### src/hdl/sdio_pkg.sv
// Package of constants for the strobed digital I/O block
package sdio_pkg;
  // ----------------------------------------------------------------
  // Register byte offsets
  // ----------------------------------------------------------------
  localparam logic [7:0] OFF_PORT_OUT   = 8'h00;
  localparam logic [7:0] OFF_PORT_DIR   = 8'h04;
  localparam logic [7:0] OFF_PORT_IN    = 8'h08;
  localparam logic [7:0] OFF_MISC       = 8'h0C;
  localparam logic [7:0] OFF_G_BASE     = 8'h10;
  localparam logic [7:0] G_STRIDE       = 8'h20;
  localparam logic [7:0] OFF_G_CTRL     = 8'h00;
  localparam logic [7:0] OFF_G_PERIOD   = 8'h04;
  localparam logic [7:0] OFF_G_MASK     = 8'h08;
  localparam logic [7:0] OFF_G_PATTERN  = 8'h0C;
  localparam logic [7:0] OFF_G_DATA_OUT = 8'h10;
  localparam logic [7:0] OFF_G_DATA_IN  = 8'h14;
  localparam logic [7:0] OFF_G_STATUS   = 8'h18;
  // ----------------------------------------------------------------
  // Group control fields
  // ----------------------------------------------------------------
  localparam int CTRL_ENABLE    = 0;
  localparam int CTRL_MODE_LO   = 1;  // 2 bits: mode
  localparam int CTRL_EXT_REQ   = 3;
  localparam int CTRL_DIR_OUT   = 4;
  localparam int CTRL_USE_START = 5;
  localparam int CTRL_USE_STOP  = 6;
  localparam int CTRL_START_RISE = 7;
  localparam int CTRL_STOP_RISE = 8;
  localparam int CTRL_PD_START  = 9;
  localparam int CTRL_PD_STOP   = 10;
  localparam int CTRL_PD_STROBED = 11;
  localparam int CTRL_PD_MISMATCH = 12;
  localparam int CTRL_PORTS_LO  = 16; // 4 bits: ports owned
  localparam int CTRL_GO        = 31; // write 1: arm
  localparam logic [31:0] CTRL_RESET   = 32'h0000_0000;
  localparam logic [31:0] PERIOD_RESET = 32'h0000_0010;
  // ----------------------------------------------------------------
  // Modes and timing
  // ----------------------------------------------------------------
  typedef enum logic [1:0] {
    SDIO_MODE_PATTERN   = 2'b00,
    SDIO_MODE_CHANGE    = 2'b01,
    SDIO_MODE_HANDSHAKE = 2'b10,
    SDIO_MODE_BURST     = 2'b11
  } sdio_mode_t;
  localparam int CLK_PERIOD_PS  = 8000;
  localparam int GLITCH_MAX_PS  = 20000;
  localparam int MATCH_MIN_PS   = 60000;
  // Longest time rounds down: filter must accept by 60 ns, so count <= 60/8
  localparam int MATCH_CYCLES   = MATCH_MIN_PS / CLK_PERIOD_PS - 2;
  localparam int GLITCH_CYCLES  = (GLITCH_MAX_PS + CLK_PERIOD_PS - 1) / CLK_PERIOD_PS;
  localparam logic [3:0] FILT_COUNT = 4'(MATCH_CYCLES);
endpackage

### src/hdl/sdio_grp_if.sv
// Interface between top and a group controller
`timescale 1ns/10ps
interface sdio_grp_if;
  logic [31:0] ctrl;
  logic [31:0] period;
  logic [31:0] mask;
  logic [31:0] pattern;
  logic [31:0] data_out;
  logic        go;
  logic [31:0] pins_in;
  logic        req_in;
  logic        stop_in;
  logic        ack_out;
  logic        pclk_out;
  logic [31:0] data_in;
  logic [31:0] drive;
  logic [7:0]  status;
  modport ctl (input ctrl, period, mask, pattern, data_out, go, pins_in, req_in, stop_in,
               output ack_out, pclk_out, data_in, drive, status);
  modport top (output ctrl, period, mask, pattern, data_out, go, pins_in, req_in, stop_in,
               input ack_out, pclk_out, data_in, drive, status);
endinterface

### src/hdl/sdio_top.sv
// Top of the strobed digital I/O block with APB registers
`timescale 1ns/10ps
// What this block does
// - Four eight-line ports written and read directly by software.
// - Each line individually set as input or output.
// - Unstrobed use turns request/stop into inputs, ack/clock into outputs.
// - Two independent group controllers run strobed transfers concurrently.
// - Ports assigned to groups set width; unassigned ports stay unstrobed.
// - Each group has its own ack, request, clock and stop lines.
// - Internal request pulses paced by a 32-bit period counter per group.
// - Start and stop triggers with selectable rising or falling edge.
// - Triggers honoured only in pattern-generation and change-detection operation.
// - Change detection requests only when input data changes.
// - Both sides strobe each other and may withhold strobes.
// - Pattern detector can issue start or stop trigger.
// - Detector uses mask, pattern and match-or-mismatch polarity.
// - Immediate detection compares live input continuously.
// - Strobed detection compares only request-latched data.
// - Immediate matches of 20 ns or less rejected, 60 ns held detected.
// - Strobed detection starts only with an external request source.
// - Change detection watches masked bits, captures all bits.
module sdio_top (
  input  wire logic        clk,
  input  wire logic        resetn,
  input  wire logic        psel,
  input  wire logic        penable,
  input  wire logic        pwrite,
  input  wire logic [7:0]  paddr,
  input  wire logic [31:0] pwdata,
  output logic [31:0]      prdata,
  output logic             pready,
  output logic             pslverr,
  input  wire logic [31:0] io_in,
  output logic [31:0]      io_out,
  output logic [31:0]      io_oe,
  input  wire logic [1:0]  req_line,
  input  wire logic [1:0]  stop_trigger_line,
  output logic [1:0]       start_trigger_line,
  output logic [1:0]       pclk_line
);
  import sdio_pkg::*;
  // ----------------------------------------------------------------
  // Registers and synchronisers
  // ----------------------------------------------------------------
  logic [31:0] port_out;
  logic [31:0] port_dir;
  logic [3:0]  misc_out;
  logic [31:0] ctrl     [2];
  logic [31:0] period   [2];
  logic [31:0] mask     [2];
  logic [31:0] pattern  [2];
  logic [31:0] dout     [2];
  logic [1:0]  go;
  logic [31:0] in_s1;
  logic [31:0] in_s2;
  logic [1:0]  req_s1;
  logic [1:0]  req_s2;
  logic [1:0]  stop_s1;
  logic [1:0]  stop_s2;
  logic        wr;
  logic        rd;
  logic        gsel;
  logic        gidx;
  logic [7:0]  goff;
  logic        hit;
  logic [31:0] rdata;
  logic [31:0] grp_drive [2];
  logic [31:0] grp_dout  [2];
  logic [31:0] next_io_out;
  logic [31:0] next_io_oe;
  sdio_grp_if gi0 ();
  sdio_grp_if gi1 ();
  function automatic logic [31:0] owned_lines(input logic [31:0] c);
    owned_lines = {{8{c[CTRL_PORTS_LO+3]}}, {8{c[CTRL_PORTS_LO+2]}},
                   {8{c[CTRL_PORTS_LO+1]}}, {8{c[CTRL_PORTS_LO]}}};
  endfunction
  // Pins come from outside the clock domain
  always_ff @(posedge clk) begin
    if (!resetn) begin
      in_s1   <= 32'h0000_0000;
      in_s2   <= 32'h0000_0000;
      req_s1  <= 2'h0;
      req_s2  <= 2'h0;
      stop_s1 <= 2'h0;
      stop_s2 <= 2'h0;
    end else begin
      in_s1   <= io_in;
      in_s2   <= in_s1;
      req_s1  <= req_line;
      req_s2  <= req_s1;
      stop_s1 <= stop_trigger_line;
      stop_s2 <= stop_s1;
    end
  end
  // ----------------------------------------------------------------
  // APB decode
  // ----------------------------------------------------------------
  assign wr   = psel && penable && pwrite;
  assign rd   = psel && !pwrite;
  assign gsel = (paddr >= OFF_G_BASE) && (paddr < OFF_G_BASE + 8'(2 * G_STRIDE));
  assign gidx = (paddr >= OFF_G_BASE + G_STRIDE);
  assign goff = paddr - (gidx ? OFF_G_BASE + G_STRIDE : OFF_G_BASE);
  always_comb begin
    hit   = 1'b1;
    rdata = 32'h0000_0000;
    if (gsel) begin
      unique case (goff)
        OFF_G_CTRL:     rdata = ctrl[gidx] & 32'h7FFF_FFFF;
        OFF_G_PERIOD:   rdata = period[gidx];
        OFF_G_MASK:     rdata = mask[gidx];
        OFF_G_PATTERN:  rdata = pattern[gidx];
        OFF_G_DATA_OUT: rdata = dout[gidx];
        OFF_G_DATA_IN:  rdata = gidx ? gi1.data_in : gi0.data_in;
        OFF_G_STATUS:   rdata = {24'h000000, gidx ? gi1.status : gi0.status};
        default:        hit   = 1'b0;
      endcase
    end else begin
      unique case (paddr)
        OFF_PORT_OUT: rdata = port_out;
        OFF_PORT_DIR: rdata = port_dir;
        OFF_PORT_IN:  rdata = in_s2;
        OFF_MISC:     rdata = {26'h0, stop_s2, req_s2, 2'h0} | {28'h0, misc_out};
        default:      hit   = 1'b0;
      endcase
    end
  end
  // Zero-wait slave: answer in the access cycle
  always_ff @(posedge clk) begin
    if (!resetn) begin
      prdata  <= 32'h0000_0000;
      pready  <= 1'b0;
      pslverr <= 1'b0;
    end else begin
      pready  <= psel && !penable;
      pslverr <= psel && !penable && !hit;
      if (rd && !penable) begin
        prdata <= rdata;
      end
    end
  end
  // Register writes
  always_ff @(posedge clk) begin
    if (!resetn) begin
      port_out <= 32'h0000_0000;
      port_dir <= 32'h0000_0000;
      misc_out <= 4'h0;
      go       <= 2'h0;
      for (int i = 0; i < 2; i++) begin
        ctrl[i]    <= CTRL_RESET;
        period[i]  <= PERIOD_RESET;
        mask[i]    <= 32'h0000_0000;
        pattern[i] <= 32'h0000_0000;
        dout[i]    <= 32'h0000_0000;
      end
    end else begin
      go <= 2'h0;
      if (wr && pready && hit) begin
        if (gsel) begin
          unique case (goff)
            OFF_G_CTRL: begin
              ctrl[gidx] <= pwdata & 32'h7FFF_FFFF;
              go[gidx]   <= pwdata[CTRL_GO];
            end
            OFF_G_PERIOD:   period[gidx]  <= pwdata;
            OFF_G_MASK:     mask[gidx]    <= pwdata;
            OFF_G_PATTERN:  pattern[gidx] <= pwdata;
            OFF_G_DATA_OUT: dout[gidx]    <= pwdata;
            default:        ;
          endcase
        end else begin
          unique case (paddr)
            OFF_PORT_OUT: port_out <= pwdata;
            OFF_PORT_DIR: port_dir <= pwdata;
            OFF_MISC:     misc_out <= pwdata[3:0];
            default:      ;
          endcase
        end
      end
    end
  end
  // ----------------------------------------------------------------
  // Groups
  // ----------------------------------------------------------------
  assign gi0.ctrl     = ctrl[0];
  assign gi0.period   = period[0];
  assign gi0.mask     = mask[0];
  assign gi0.pattern  = pattern[0];
  assign gi0.data_out = dout[0];
  assign gi0.go       = go[0];
  assign gi0.pins_in  = in_s2;
  assign gi0.req_in   = req_s2[0];
  assign gi0.stop_in  = stop_s2[0];
  assign gi1.ctrl     = ctrl[1];
  assign gi1.period   = period[1];
  assign gi1.mask     = mask[1];
  assign gi1.pattern  = pattern[1];
  assign gi1.data_out = dout[1];
  assign gi1.go       = go[1];
  assign gi1.pins_in  = in_s2;
  assign gi1.req_in   = req_s2[1];
  assign gi1.stop_in  = stop_s2[1];
  sdio_group u_g0 (.clk(clk), .resetn(resetn), .g(gi0));
  sdio_group u_g1 (.clk(clk), .resetn(resetn), .g(gi1));
  assign grp_drive[0] = gi0.drive;
  assign grp_drive[1] = gi1.drive & ~owned_lines(ctrl[0]);
  assign grp_dout[0]  = dout[0];
  assign grp_dout[1]  = dout[1];
  // Group 0 wins a port claimed by both, so a line never has two drivers
  always_comb begin
    next_io_oe  = port_dir & ~owned_lines(ctrl[0]) & ~owned_lines(ctrl[1]);
    next_io_out = port_out;
    for (int i = 0; i < 2; i++) begin
      next_io_oe  = next_io_oe | grp_drive[i];
      next_io_out = (next_io_out & ~grp_drive[i]) | (grp_dout[i] & grp_drive[i]);
    end
  end
  always_ff @(posedge clk) begin
    if (!resetn) begin
      io_out             <= 32'h0000_0000;
      io_oe              <= 32'h0000_0000;
      start_trigger_line <= 2'h0;
      pclk_line          <= 2'h0;
    end else begin
      io_out <= next_io_out;
      io_oe  <= next_io_oe;
      start_trigger_line[0] <= ctrl[0][CTRL_ENABLE] ? gi0.ack_out : misc_out[0];
      start_trigger_line[1] <= ctrl[1][CTRL_ENABLE] ? gi1.ack_out : misc_out[1];
      pclk_line[0] <= ctrl[0][CTRL_ENABLE] ? gi0.pclk_out : misc_out[2];
      pclk_line[1] <= ctrl[1][CTRL_ENABLE] ? gi1.pclk_out : misc_out[3];
    end
  end
endmodule // sdio_top

### src/hdl/sdio_group.sv
// One strobed group controller
`timescale 1ns/10ps
module sdio_group (
  input  wire logic clk,
  input  wire logic resetn,
  sdio_grp_if.ctl   g
);
  import sdio_pkg::*;
  typedef enum logic [1:0] {
    SDIO_ST_IDLE  = 2'b00,
    SDIO_ST_ARMED = 2'b01,
    SDIO_ST_RUN   = 2'b10
  } sdio_st_t;
  sdio_st_t    st;
  logic [31:0] cnt;
  logic        req_d;
  logic        stop_d;
  logic        ack_d;
  logic [3:0]  filt;
  logic        imm_hit;
  logic [31:0] last_in;
  logic        strobe_hit;
  logic        req_pulse;
  logic        int_pulse;
  logic        start_ev;
  logic        stop_ev;
  logic        fire;
  logic [31:0] owned;
  logic [1:0]  mode;
  logic        ext_req;
  logic        pat_mode;
  function automatic logic pat_match(input logic [31:0] d, input logic [31:0] m,
                                     input logic [31:0] p, input logic mis);
    pat_match = (((d ^ p) & m) == 32'h0000_0000) ^ mis;
  endfunction
  function automatic logic edge_of(input logic now, input logic was, input logic rise);
    edge_of = rise ? (now & ~was) : (~now & was);
  endfunction
  assign mode     = g.ctrl[CTRL_MODE_LO +: 2];
  assign ext_req  = g.ctrl[CTRL_EXT_REQ];
  assign pat_mode = (mode == SDIO_MODE_PATTERN) || (mode == SDIO_MODE_CHANGE);
  always_comb begin
    for (int i = 0; i < 4; i++) begin
      owned[i*8 +: 8] = {8{g.ctrl[CTRL_PORTS_LO + i]}};
    end
  end
  // ----------------------------------------------------------------
  // Edge history
  // ----------------------------------------------------------------
  always_ff @(posedge clk) begin
    if (!resetn) begin
      req_d  <= 1'b0;
      stop_d <= 1'b0;
    end else begin
      req_d  <= g.req_in;
      stop_d <= g.stop_in;
    end
  end
  // Internal pacer: one request pulse per period
  always_ff @(posedge clk) begin
    if (!resetn || st != SDIO_ST_RUN) begin
      cnt <= 32'h0000_0000;
    end else if (cnt >= g.period - 32'h0000_0001) begin
      cnt <= 32'h0000_0000;
    end else begin
      cnt <= cnt + 32'h0000_0001;
    end
  end
  assign int_pulse = (st == SDIO_ST_RUN) && (cnt >= g.period - 32'h0000_0001);
  always_comb begin
    unique case (mode)
      SDIO_MODE_PATTERN:   req_pulse = ext_req ? (g.req_in & ~req_d) : int_pulse;
      SDIO_MODE_CHANGE:    req_pulse = ((g.pins_in ^ last_in) & g.mask & owned)
                                       != 32'h0000_0000;
      SDIO_MODE_HANDSHAKE: req_pulse = g.req_in & ~req_d & ack_d;
      SDIO_MODE_BURST:     req_pulse = g.req_in & ack_d;
    endcase
  end
  // ----------------------------------------------------------------
  // Pattern detection
  // ----------------------------------------------------------------
  // Short matches are rejected so line-switching transients never trigger immediate detection
  always_ff @(posedge clk) begin
    if (!resetn) begin
      filt <= 4'h0;
    end else if (!pat_match(g.pins_in, g.mask & owned, g.pattern,
                            g.ctrl[CTRL_PD_MISMATCH])) begin
      filt <= 4'h0;
    end else if (filt != FILT_COUNT) begin
      filt <= filt + 4'h1;
    end
  end
  assign imm_hit    = (filt == FILT_COUNT - 4'h1);
  assign strobe_hit = req_pulse && pat_match(g.pins_in, g.mask & owned, g.pattern,
                                             g.ctrl[CTRL_PD_MISMATCH]);
  assign fire = g.ctrl[CTRL_PD_STROBED] ? strobe_hit : imm_hit;
  always_comb begin
    start_ev = 1'b0;
    stop_ev  = 1'b0;
    if (pat_mode) begin
      if (g.ctrl[CTRL_PD_START]) begin
        start_ev = fire && (!g.ctrl[CTRL_PD_STROBED] || ext_req);
      end else begin
        start_ev = edge_of(g.req_in, req_d, g.ctrl[CTRL_START_RISE]);
      end
      if (g.ctrl[CTRL_PD_STOP]) begin
        stop_ev = fire;
      end else if (g.ctrl[CTRL_USE_STOP]) begin
        stop_ev = edge_of(g.stop_in, stop_d, g.ctrl[CTRL_STOP_RISE]);
      end
    end
  end
  // ----------------------------------------------------------------
  // Sequencer
  // ----------------------------------------------------------------
  always_ff @(posedge clk) begin
    if (!resetn || !g.ctrl[CTRL_ENABLE]) begin
      st <= SDIO_ST_IDLE;
    end else begin
      unique case (st)
        SDIO_ST_IDLE:  if (g.go) st <= (pat_mode && g.ctrl[CTRL_USE_START]) ? SDIO_ST_ARMED
                                                                           : SDIO_ST_RUN;
        SDIO_ST_ARMED: if (start_ev) st <= SDIO_ST_RUN;
        SDIO_ST_RUN:   if (stop_ev) st <= SDIO_ST_IDLE;
        default:       st <= SDIO_ST_IDLE;
      endcase
    end
  end
  // Data capture, ack strobe and clock
  always_ff @(posedge clk) begin
    if (!resetn) begin
      last_in   <= 32'h0000_0000;
      g.data_in <= 32'h0000_0000;
      ack_d     <= 1'b0;
      g.pclk_out <= 1'b0;
      g.status  <= 8'h00;
    end else begin
      last_in <= g.pins_in;
      if (st == SDIO_ST_RUN && req_pulse) begin
        g.data_in <= g.pins_in;
        g.status[2] <= 1'b1;
      end else if (g.go) begin
        g.status[2] <= 1'b0;
      end
      ack_d <= (st == SDIO_ST_RUN) && !(req_pulse && mode == SDIO_MODE_HANDSHAKE);
      g.pclk_out <= (mode == SDIO_MODE_BURST) && (st == SDIO_ST_RUN) && !g.pclk_out;
      g.status[1:0] <= st;
      g.status[3] <= fire;
    end
  end
  assign g.ack_out = ack_d;
  assign g.drive   = (g.ctrl[CTRL_DIR_OUT] && st == SDIO_ST_RUN) ? owned : 32'h0000_0000;
endmodule // sdio_group

### config.mk
export PLATFORM = sky130hd
export DESIGN_NAME = sdio_top
export DESIGN_NICKNAME = d
export VERILOG_FILES = /design/src/hdl/sdio_pkg.sv /design/src/hdl/sdio_grp_if.sv /design/src/hdl/sdio_top.sv /design/src/hdl/sdio_group.sv
export SDC_FILE = /design/constraint.sdc
export NUM_CORES = 2
export LEC_CHECK = 0
export BUFFER_PORTS_ARGS = -buffer_cell sky130_fd_sc_hd__buf_4
export CORE_AREA = 2 2 304 306
export CTS_BUF_LIST = sky130_fd_sc_hd__clkbuf_4
export DETAILED_ROUTE_END_ITERATION = 8
export DIE_AREA = 0 0 306 308
export GPL_TIMING_DRIVEN = 0
export PLACE_DENSITY = 0.62
export SLEW_MARGIN = 20
export SYNTH_ARGS = -nofsm -noshare
export SYNTH_HDL_FRONTEND = slang
export SYNTH_HIERARCHICAL = 1
export SYNTH_SLANG_ARGS = --single-unit
### constraint.sdc
create_clock -name clk -period 13.95 [get_ports clk]
set_clock_uncertainty 0.2 [all_clocks]
set_input_delay 2.79 -clock clk [delete_from_list [all_inputs] [get_ports clk]]
set_output_delay 2.79 -clock clk [all_outputs]
set_load 0.05 [all_outputs]
==> summary.md <==
| Metric | Value |
|---|---|
| Status | completed |
| Multi-input logic area | 17600 sq um |
| Post-CTS Setup Bufs | 0 |
| Pwr dens | approximately 110 nW/um^2 |
| Ratio of cells with drive above 1 in the final layout | 0.169 |
| CTS resizes | 0 |
| Clock Latency Late Sink | 1.15 ns |
| Die Ht | a little over 300 microns |
| CP endpoint kind | flop |
| Setup CP Type | in -> reg |
| FF-to-FF setup slack | 7.35 ns |
| Num ports | between 150 and 200 |
| Register area | about 19000 sq um |
| CTS Buffer Depth | 3 |
| Mapped Cells | ~3700 |
| Comb pwr share | 0.070 |
| Placed cell area | about 41000 sq um |
| Clk root buf | clkbuf_4 |
| Number of global-route vias before repair | 30386 |
| P&R area growth vs syn | 16.0% |
| # DRC | 0 |
| Leak | 16.9 nW |
| Fin. max-slew vios | 0 |
| Die area | between 90000 and 100000 sq um |
| Cts hold-fix bufs | 0 |
| Vias post-DR | 31756 |
| Total Power | between 0.004 and 0.005 W |
| Max_slew headroom | 0.121 |
| CTS Buf Count | between 200 and 250 |
| Initial DRT Pass Iterations | 6 |
| Largest net degree at the start of global routing | 33 |
| Final hold viol count | 0 |
| GPL Wtd Cong | around 1.0 |
| Reg power frac | 0.502 |
| Post-DP HPWL | roughly 110 mm |
| Worst Path Required | approximately 14 ns |
| Tmin final | roughly 6.8 ns |
| Overflow after GRT | 0 |
| Internal | approximately 0.0036 W |
| Filler cell count | about 8600 |
| CP startpoint kind | input port |
| CP Max Fanout | 32 |
| Sw frac | 0.268 |
| RSZ-0062 raised after global routing | false |
| Max Fclk | about 150 MHz |
| Sw power | between 0.001 and 0.0015 W |
| TritonCTS clock tree | yes |
| Initial antenna violation count | 15 |
| Starting Density | 0.416 |
| Arr. time, crit path | 7.33 ns |
| Yosys warns | 6 |
| Sum of negative setup slack | 0 ns |
| First-pass GRT wire length | 209 mm |
| Chip width | about 310 microns |
| Final Cell Area | approximately 44000 sq um |
| Nets | roughly 4300 |
| IO Port Bufs | 179 |
| Mean area per synthesized cell | approximately 10 sq um |
| Setup violators final | 0 |
| Class of the worst hold path | reg -> reg |
| Fin crit share | 0.489 |
| H-tree levels | 4 |
| Clk slew on worst S/H paths | ~0.060 ns |
| Number of cell rows | ~110 |
| Number of routed nets with antenna violations | 0 |
| Max Cap Viol | 0 |
| Routed wire length | approximately 150 mm |
| Clock Power Share | 0.428 |
| WL/cell | 27.1 microns |
| Worst slew pin tran | between 1 and 1.5 ns |
| Clk sinks | 782 |
| Core area | between 90000 and 100000 sq um |
| DRT iter0 DRCs | 4120 |
| Maximum vdd ir drop | about 0.000081 V |
| Via density | 5.78 |
| Post-Syn Area | roughly 38000 sq um |
| GRT Resource Usage Total | 0.311 |
## final timing paths
kind,start,end,cells after the start
hold / removal,in_s1[11],gi0.pins_in[11],1
hold reg to reg,in_s1[11],gi0.pins_in[11],1
setup reg to reg,period[0][5],u_g0/g.data_in[18],19
setup / recovery,paddr[4],dout[1][26],12
## placed cells by master (no fill, tap or decap), types with 23 or more instances in the layout
cell and n:
buf_2 34, o22ai_1 105, clkbuf_4 322, nand2_1 240, ha_1 75, buf_4 258
and2_1 466, o21ai_0 79, inv_1 30, xor2_1 169, nor2b_1 74, dfxtp_1 464
nor2_1 266, a22oi_1 69, nor4_1 43, nor3_1 51, a21oi_1 150, clkbuf_1 154
edfxtp_1 318, a211oi_1 45, and3_1 28, nand2b_1 46, o32ai_1 23, nand4_1 31
clkinv_1 41, o211ai_1 23, xnor2_1 78, nand3_1 95, mux2i_1 293
## cell type report
cell class                      instances  area share
Sequential cell                       782       0.429
Multi-Input combinational cell       2613       0.401
Clock buffer                          322      0.0550
Timing Repair Buffer                  193      0.0378
Tap cell                             1186      0.0338
Buffer                                281      0.0324
Clock inverter                         66     0.00769
Inverter                               33     0.00282
Antenna cell                           15    0.000854
## routing by layer
| metal | share of wire | track usage |
|---|---|---|
| met1 | 0.38 | 0.383 |
| met2 | 0.44 | 0.480 |
| met3 | 0.12 | 0.0981 |
| met4 | 0.063 | 0.178 |
| met5 | 0.00071 | 0 |
## registers in the layout, summed over array words and instances, names as in the netlist, 32 cells and up
signal / flops
gi0.pins_in: 32
u_g1/g.data_in: 32
io_out: 32
in_s1: 32
prdata: 32
u_g0/cnt: 32
mask: 64
port_dir: 32
u_g0/g.data_in: 32
pattern: 64
ctrl: 62
u_g1/cnt: 32
u_g0/last_in: 32
port_out: 32
io_oe: 32
dout: 64
period: 64
u_g1/last_in: 32
## critical path, cell delays in order
cell and delay [ns]:
buf_2 0.16, a211o_1 0.30, buf_2 0.27, inv_2 0.19, buf_4 0.38, buf_2 0.34
ha_1 0.31, nor3_1 0.46, and3_1 0.25, o311ai_2 0.19, nor3_4 0.81, nand2b_4 0.82
## power groups by stage
stage                     sequential (W)  clock (W)  combinational [W]
after detailed placement         0.00252          0           0.000328
after CTS                        0.00247    0.00214           0.000329
after global placement           0.00252          0           0.000314
after floorplan                  0.00251          0           0.000164
final                            0.00247    0.00211           0.000343
after global routing             0.00247    0.00225           0.000351
## per-stage QoR
stage          std cells  hold WS (ns)   util  worst slack [ns]
2_1_floorplan       3709         0.197      -              6.28
3_3_place_gp        5074         0.210  0.448              3.28
3_5_place_dp        5088         0.216  0.452              6.05
4_1_cts             5476         0.223  0.482              7.22
5_1_grt             5482         0.238  0.483              7.17
6_report            5491         0.188  0.483              7.13
(Power assumes the default switching activity.)
